## config.mk

```make
export PLATFORM = sky130hd
export DESIGN_NAME = an_advertisement_regs
export DESIGN_NICKNAME = d
export VERILOG_FILES = /design/src/include/an_adv_pkg.sv /design/src/design/an_advertisement_regs.sv
export SDC_FILE = /design/constraint.sdc
export NUM_CORES = 1
export LEC_CHECK = 0
export BUFFER_PORTS_ARGS = -buffer_cell sky130_fd_sc_hd__buf_4
export CAP_MARGIN = 20
export CELL_PAD_IN_SITES_DETAIL_PLACEMENT = 1
export CELL_PAD_IN_SITES_GLOBAL_PLACEMENT = 1
export CORE_MARGIN = 10
export CORE_UTILIZATION = 26
export DETAILED_ROUTE_END_ITERATION = 8
export PLACE_DENSITY = 0.89
export SLEW_MARGIN = 20
export SYNTH_ARGS = -nofsm -noshare
export SYNTH_HDL_FRONTEND = slang
export SYNTH_SLANG_ARGS = --single-unit
export TNS_END_PERCENT = 10
```

## constraint.sdc

```tcl
create_clock -name clk_sys_in -period 1.1 [get_ports clk_sys_in]
set_input_delay 0.22 -clock clk_sys_in [delete_from_list [all_inputs] [get_ports clk_sys_in]]
set_output_delay 0.22 -clock clk_sys_in [all_outputs]
set_load 0.01 [all_outputs]
```

## src/include/an_adv_pkg.sv

```systemverilog
// Package with offsets, field layouts and reset values of the advertisement registers.
package an_adv_pkg;
    localparam logic [4:0]  MMD_AN           = 5'h07;
    localparam logic [15:0] OFS_ADV_LOW      = 16'h0202;
    localparam logic [15:0] OFS_ADV_MIDDLE   = 16'h0203;
    localparam logic [15:0] OFS_ADV_HIGH     = 16'h0204;
    localparam logic [15:0] RST_ADV_LOW      = 16'h0001;
    localparam logic [15:0] RST_ADV_MIDDLE   = 16'h4000;
    localparam logic [15:0] RST_ADV_HIGH     = 16'h0000;
    localparam int          POS_MORE_PAGES   = 15;
    localparam int          POS_ACK          = 14;
    localparam int          POS_FAR_FAULT    = 13;
    localparam int          POS_ROLE_FORCED  = 12;
    localparam int          POS_FLOW_HI      = 11;
    localparam int          POS_FLOW_LO      = 10;
    localparam int          POS_LONG_REACH   = 14;
    localparam int          POS_ROLE_MASTER  = 4;
    localparam int          POS_HL_ABLE      = 13;
    localparam int          POS_HL_REQUEST   = 12;
    localparam logic [4:0]  SELECTOR_IEEE    = 5'h01;
    localparam logic [1:0]  RST_FLOW         = 2'h0;

    // Register access from the management frame decoder.
    typedef struct packed {
        logic        rd;
        logic        wr;
        logic [4:0]  mmd;
        logic [15:0] addr;
        logic [15:0] wdata;
    } mgmt_req_t;

    // Fields of the advertised base page as the negotiation engine sees them.
    typedef struct packed {
        logic       more_pages_wanted;
        logic       codeword_acknowledge;
        logic       far_fault;
        logic       role_forced;
        logic [1:0] flow_control_ability;
        logic [4:0] protocol_selector;
        logic       long_reach_ability;
        logic       role_master;
        logic       high_level_able;
        logic       high_level_request;
    } adv_fields_t;
endpackage

```

## src/design/an_advertisement_regs.sv

```systemverilog
// Base page advertisement register set of the single-pair PHY negotiation block.
//
// Summary of operation
// - Bit 15 low: writable next page request.
// - Bit 14 low: read-only codeword acknowledge flag.
// - Bit 13 low: writable remote fault, advertised.
// - Bit 12: role forced when one, else preferred.
// - Bits 11:10: pause ability, reset zero.
// - Selector bits 4:0 fixed read-only at one.
// - Middle bit 14: long reach ability, resets one.
// - Middle bit 4: role, strap reset value.
// - Role sent as nonce bit 4.
// - Reset values 0x0001, 0x4000, straps applied.
// - Registers 0x0202 to 0x0204 in device 0x07.
// - Resolve transmit level from ability and request.
`timescale 1ns/1ps
module an_advertisement_regs
    import an_adv_pkg::*;
(
    input  wire logic        clk_sys_in,
    input  wire logic        nrst_in,
    input  wire mgmt_req_t   req_in,
    output logic [15:0]      rdata_out,
    output logic             rhit_out,
    input  wire logic        codeword_received_in,
    input  wire logic        an_restart_in,
    input  wire logic        strap_master_in,
    input  wire logic        strap_high_level_in,
    input  wire logic        lp_high_level_able_in,
    input  wire logic        lp_high_level_request_in,
    output adv_fields_t      adv_out,
    output logic [47:0]      base_page_out,
    output logic [4:0]       nonce_role_out,
    output logic             tx_level_high_out
);

    // Stored fields of the low register; bit 14 is set by the engine only.
    logic        more_pages_wanted;
    logic        codeword_acknowledge;
    logic        far_fault;
    logic        role_forced;
    logic [1:0]  flow_control_ability;

    // Stored fields of the middle and high registers.
    logic        long_reach_ability;
    logic        role_master;
    logic        high_level_able;
    logic        high_level_request;

    // Strap load strobe and decoded host writes, one per register.
    logic        strap_load;
    logic        low_write;
    logic        middle_write;
    logic        high_write;

    // Assembled register words and the selected read answer.
    logic [15:0] adv_base_low;
    logic [15:0] adv_base_middle;
    logic [15:0] adv_base_high;
    logic [16:0] read_result;

    // Register words are assembled by functions so that the read path and the
    // base page always show the same bits.

    // True when the request addresses the given register of this device.
    function automatic logic hit(input mgmt_req_t r, input logic [15:0] ofs);
        hit = (r.mmd == MMD_AN) && (r.addr == ofs);
    endfunction

    // True when the request is a write to the given register.
    function automatic logic write_hit(input mgmt_req_t r, input logic [15:0] ofs);
        write_hit = r.wr && hit(r, ofs);
    endfunction

    // Builds the low register word; bits 9:5 stay zero and the selector is fixed.
    function automatic logic [15:0] pack_low(
        input logic       mp,
        input logic       ack,
        input logic       ff,
        input logic       rf,
        input logic [1:0] fc
    );
        pack_low = 16'h0000;
        pack_low[POS_MORE_PAGES]          = mp;
        pack_low[POS_ACK]                 = ack;
        pack_low[POS_FAR_FAULT]           = ff;
        pack_low[POS_ROLE_FORCED]         = rf;
        pack_low[POS_FLOW_HI:POS_FLOW_LO] = fc;
        pack_low[4:0]                     = SELECTOR_IEEE;
    endfunction

    // Builds the middle register word; all other bits read as zero.
    function automatic logic [15:0] pack_middle(
        input logic lr,
        input logic rm
    );
        pack_middle = 16'h0000;
        pack_middle[POS_LONG_REACH]  = lr;
        pack_middle[POS_ROLE_MASTER] = rm;
    endfunction

    // Builds the high register word; all other bits read as zero.
    function automatic logic [15:0] pack_high(
        input logic able,
        input logic request
    );
        pack_high = 16'h0000;
        pack_high[POS_HL_ABLE]    = able;
        pack_high[POS_HL_REQUEST] = request;
    endfunction

    // A read and a write in one cycle return the value held before the write.
    // Picks the addressed word for a read; hit flag in bit 16, zero on a miss.
    function automatic logic [16:0] read_select(
        input mgmt_req_t   r,
        input logic [15:0] low,
        input logic [15:0] middle,
        input logic [15:0] high
    );
        if (!r.rd) begin
            read_select = 17'h00000;
        end else if (hit(r, OFS_ADV_LOW)) begin
            read_select = {1'b1, low};
        end else if (hit(r, OFS_ADV_MIDDLE)) begin
            read_select = {1'b1, middle};
        end else if (hit(r, OFS_ADV_HIGH)) begin
            read_select = {1'b1, high};
        end else begin
            read_select = 17'h00000;
        end
    endfunction

    // Low level unless both sides are able; then high if either side asks.
    function automatic logic resolve_level(
        input logic own_able,
        input logic own_request,
        input logic far_able,
        input logic far_request
    );
        resolve_level = own_able && far_able && (own_request || far_request);
    endfunction

    // Straps are caught by a clocked load in the first cycle after reset release.
    // A host write in that same cycle to a strapped bit is overridden by the strap.
    always_ff @(posedge clk_sys_in or negedge nrst_in) begin
        if (!nrst_in) begin
            strap_load <= 1'b1;
        end else begin
            strap_load <= 1'b0;
        end
    end

    // Write strobes for the three registers; other addresses and devices are refused.
    always_comb begin
        low_write    = write_hit(req_in, OFS_ADV_LOW);
        middle_write = write_hit(req_in, OFS_ADV_MIDDLE);
        high_write   = write_hit(req_in, OFS_ADV_HIGH);
    end

    // Next page request, sent to the partner through the base page.
    always_ff @(posedge clk_sys_in or negedge nrst_in) begin
        if (!nrst_in) begin
            more_pages_wanted <= RST_ADV_LOW[POS_MORE_PAGES];
        end else if (low_write) begin
            more_pages_wanted <= req_in.wdata[POS_MORE_PAGES];
        end
    end

    // Remote fault flag, sent to the partner through the base page.
    always_ff @(posedge clk_sys_in or negedge nrst_in) begin
        if (!nrst_in) begin
            far_fault <= RST_ADV_LOW[POS_FAR_FAULT];
        end else if (low_write) begin
            far_fault <= req_in.wdata[POS_FAR_FAULT];
        end
    end

    // Zero makes the advertised role a preference, one makes it forced.
    always_ff @(posedge clk_sys_in or negedge nrst_in) begin
        if (!nrst_in) begin
            role_forced <= RST_ADV_LOW[POS_ROLE_FORCED];
        end else if (low_write) begin
            role_forced <= req_in.wdata[POS_ROLE_FORCED];
        end
    end

    // Pause ability field, cleared by reset.
    always_ff @(posedge clk_sys_in or negedge nrst_in) begin
        if (!nrst_in) begin
            flow_control_ability <= RST_FLOW;
        end else if (low_write) begin
            flow_control_ability <= req_in.wdata[POS_FLOW_HI:POS_FLOW_LO];
        end
    end

    // Acknowledge is set by the engine on codeword reception and cleared on restart.
    // A codeword arriving with a restart in the same cycle leaves it set.
    always_ff @(posedge clk_sys_in or negedge nrst_in) begin
        if (!nrst_in) begin
            codeword_acknowledge <= RST_ADV_LOW[POS_ACK];
        end else if (codeword_received_in) begin
            codeword_acknowledge <= 1'b1;
        end else if (an_restart_in) begin
            codeword_acknowledge <= 1'b0;
        end
    end

    // The long reach bit is not strapped and keeps its printed reset value.
    always_ff @(posedge clk_sys_in or negedge nrst_in) begin
        if (!nrst_in) begin
            long_reach_ability <= RST_ADV_MIDDLE[POS_LONG_REACH];
        end else if (middle_write) begin
            long_reach_ability <= req_in.wdata[POS_LONG_REACH];
        end
    end

    // The role takes the strap level once, then follows host writes.
    always_ff @(posedge clk_sys_in or negedge nrst_in) begin
        if (!nrst_in) begin
            role_master <= RST_ADV_MIDDLE[POS_ROLE_MASTER];
        end else if (strap_load) begin
            role_master <= strap_master_in;
        end else if (middle_write) begin
            role_master <= req_in.wdata[POS_ROLE_MASTER];
        end
    end

    // Both transmit level bits start from the same strap pin.
    always_ff @(posedge clk_sys_in or negedge nrst_in) begin
        if (!nrst_in) begin
            high_level_able <= RST_ADV_HIGH[POS_HL_ABLE];
        end else if (strap_load) begin
            high_level_able <= strap_high_level_in;
        end else if (high_write) begin
            high_level_able <= req_in.wdata[POS_HL_ABLE];
        end
    end

    // The level request bit, also strapped at release.
    always_ff @(posedge clk_sys_in or negedge nrst_in) begin
        if (!nrst_in) begin
            high_level_request <= RST_ADV_HIGH[POS_HL_REQUEST];
        end else if (strap_load) begin
            high_level_request <= strap_high_level_in;
        end else if (high_write) begin
            high_level_request <= req_in.wdata[POS_HL_REQUEST];
        end
    end

    // Register words are rebuilt every cycle from the stored fields.
    always_comb begin
        adv_base_low    = pack_low(more_pages_wanted, codeword_acknowledge, far_fault,
                                   role_forced, flow_control_ability);
        adv_base_middle = pack_middle(long_reach_ability, role_master);
        adv_base_high   = pack_high(high_level_able, high_level_request);
        read_result     = read_select(req_in, adv_base_low, adv_base_middle, adv_base_high);
    end

    // Read data is registered and stands for one cycle; it is zero otherwise.
    always_ff @(posedge clk_sys_in or negedge nrst_in) begin
        if (!nrst_in) begin
            rdata_out <= 16'h0000;
        end else begin
            rdata_out <= read_result[15:0];
        end
    end

    // Read hit flag, set only the cycle after a read of a mapped register.
    always_ff @(posedge clk_sys_in or negedge nrst_in) begin
        if (!nrst_in) begin
            rhit_out <= 1'b0;
        end else begin
            rhit_out <= read_result[16];
        end
    end

    // Field view for the negotiation engine; the selector is a constant.
    // Nothing here is registered again, so it follows the flops directly.
    always_comb begin
        adv_out.more_pages_wanted    = more_pages_wanted;
        adv_out.codeword_acknowledge = codeword_acknowledge;
        adv_out.far_fault            = far_fault;
        adv_out.role_forced          = role_forced;
        adv_out.flow_control_ability = flow_control_ability;
        adv_out.protocol_selector    = SELECTOR_IEEE;
        adv_out.long_reach_ability   = long_reach_ability;
        adv_out.role_master          = role_master;
        adv_out.high_level_able      = high_level_able;
        adv_out.high_level_request   = high_level_request;
    end

    // The base page places the high word on top and the low word at the bottom.
    assign base_page_out  = {adv_base_high, adv_base_middle, adv_base_low};

    // Only bit 4 of the nonce field carries the role; the rest is zero here.
    assign nonce_role_out = {role_master, 4'h0};

    // Level resolution uses our advertised bits and the partner's bits.
    assign tx_level_high_out = resolve_level(high_level_able, high_level_request,
        lp_high_level_able_in, lp_high_level_request_in);

endmodule

```

==> qor.yml <==
status: "complete, but fails checks"
failed_checks: "setup timing"
numCtsBuffers: 3
mostFrequentLayoutCells: "buf_4 (71), conb_1 (56), dfrtp_1 (18), buf_6 (9), mux2_4 (5)"
grt_pass1_wl_um: 7700
start_util: 0.273
hold_ws_ps: 134
antenna_cells: 0
num_rows: 27
cp.arrival_ps: 1390
busiest_layer: "met2"
avgRoutedWirePerCell_um: 17.4
slew_violations: 0
drt-total-wl_um: 4990
r2r_slack_ps: 130
design.die.area_um2: 9410
hp-start: "codeword_received_in"
grt_max_degree: 21
critPathCaptureType: "flop"
num_vias: 1124
cts_tree: "yes"
syn_inst: 150
p_leak_nw: 1.07
layout-drive-gt1-share: 0.491
crit_fanout: 5
hold_viol: 0
drc: 0
ant_nets: 0
clock.fmax_mhz: 807
grt_pass1_vias: 1408
cap_violations: 0
clock_path_buffers: 2
io_pins: 133
rsz0062_at_grt: "true"
synth.cell_area_um2: 1540
synth_edf_count: 0
cts_root_buf: "clkbuf_8"
peakVddDrop_mv: 0.630
die_h_um: 97
grt_antenna_before_repair: 0
place.detailed.hpwl_um: 4060
place_congestion: 0.835
yosys_register_bits: 20
synthArstFlopShare: 1.00
clk_latency_ps: 270
r2r-end: "high_level_request"
power_density_nw_per_um2: 969
grt_util_met3: 0.0348
p_total_mw: 1.94
period_share: 1.13
layout_setup_ws_ps: -140
io_buffers: 68
final_common_cell: "buf_4"
synth_flop_cell: "dfrtp_1"
first_pass_iters: 4
cts-htree-levels: 1
hold_path.class: "primary input to flop"
core_area_um2: 5640
die_width_um: 97
slowest_delay_ps: 340
grt_use_total: 0.101
finalCriticalPeriod_ps: 1240
yosysSeqAreaShare: 0.326
syn_to_final_growth_pct: 30.2
cpMaxStageDelayCell: "mux2_4"
path_class: "primary input to flop"
cp-start-kind: "primary input"
grt_overflow_total: 0
first_iter_violations: 25
reg2reg_depth: 2
crit_path_start: "req_in[21]"
crit_required_ps: 1250
viasPerCell: 3.93
syn_avg_cell_area_um2: 10.3
clock_skew_ps: 5.00
endpoint: "role_forced"
synth_cell_types: 33
yosysWarnings: 0
clk_pin_slew_ps: 80
r2r-start: "strap_load"
nets: 262
cts_sinks: 20
worstPathCellList: "buf_6 > nor4b_4 > and4_4 > nand4_4 > mux2_4"
grtUsageMet1: 0.0988
finalSetupViolCount: 24
grt_use_met2: 0.193
-- worst min-delay path by stage --
stage	endpoint	slack, ps	cells after the start
after floorplan	codeword_acknowledge	-80	0
after global placement	role_forced	110	1
after detailed placement	far_fault	110	1
after CTS	codeword_acknowledge	140	2
after global routing	codeword_acknowledge	130	2
final	codeword_acknowledge	130	2
-- synth_stat cells (all sizes together), types with 2 or more instances --
cell	instances	area, µm²
nor2	3	11.3
mux2	6	86.3
nand4	3	33.8
and2	3	18.8
nand3	2	10.0
a22oi	2	15.0
nor2b	4	25.0
o21ai	3	15.0
a41oi	3	26.3
nor4b	2	47.6
a21oi	4	20.0
dfstp	2	52.6
dfrtp	18	450
nor3	4	25.0
nor4	2	42.5
buf	74	556
and3b	2	18.8
conb	2	7.51
-- kinds of logic (layout without fill, tap and decap cells) --
kind of cell	Yosys count	in the layout	synth area share
other	2	56	0.00487
muxes	7	7	0.0625
AOI/OAI and AO/OA	14	14	0.0609
buffers and inverters	76	86	0.365
DFF	20	20	0.326
and+or+nand+nor	31	31	0.180
-- cell type report --
type / count / area [µm²]
clock buffers: 3 / 41.3
clock inverters: 1 / 30.0
fillers: 666 / 3630
inverters: 1 / 3.75
multi-input cells: 108 / 694
flip-flops and latches: 20 / 503
well taps: 72 / 90.1
repair buffers: 81 / 644
-- critical path, delay by kind of cell --
kind                   cells  cell delay [ps]
buffers and inverters      1              100
and+or+nand+nor            3              740
muxes                      1              340
-- power by group --
group / switching (mW) / internal, mW
logic: 0.230 / 0.193
clock network: 0.264 / 0.487
registers: 0.0205 / 0.751
-- what timing repair did --
item,CTS,global route
gates resized for setup,14,2
pin swaps,6,1
endpoints found under the setup margin,24,36
hold buffers,1,0
buffers inserted,0,0
endpoints found under the hold margin,18,0
-- stage by stage --
stage | cell area (µm²) | setup TNS (ps) | worst slack, ps | cells | utilization
after floorplan | 1740 | -2040 | -248 | 204 | -
after global placement | 1880 | -5770 | -410 | 281 | 0.332
after detailed placement | 1880 | -6690 | -461 | 281 | 0.332
after CTS | 2000 | -1660 | -151 | 286 | 0.355
after global routing | 2010 | -2840 | -180 | 286 | 0.356
final | 2010 | -1580 | -140 | 286 | 0.356
-- sequential cells by signal, summed over array words and instances, names as in the netlist --
name,count
rdata_out,8
flow_control_ability,2
codeword_acknowledge,1
far_fault,1
high_level_able,1
high_level_request,1
long_reach_ability,1
more_pages_wanted,1
rhit_out,1
role_forced,1
role_master,1
strap_load,1
-- metal layers --
metal | vias up | share of wire
li1 | 505 | -
met1 | 533 | 0.35
met2 | 75 | 0.54
met3 | 11 | 0.083
met4 | 0 | 0.020
met5 | - | 0
(Power assumes the default switching activity.)
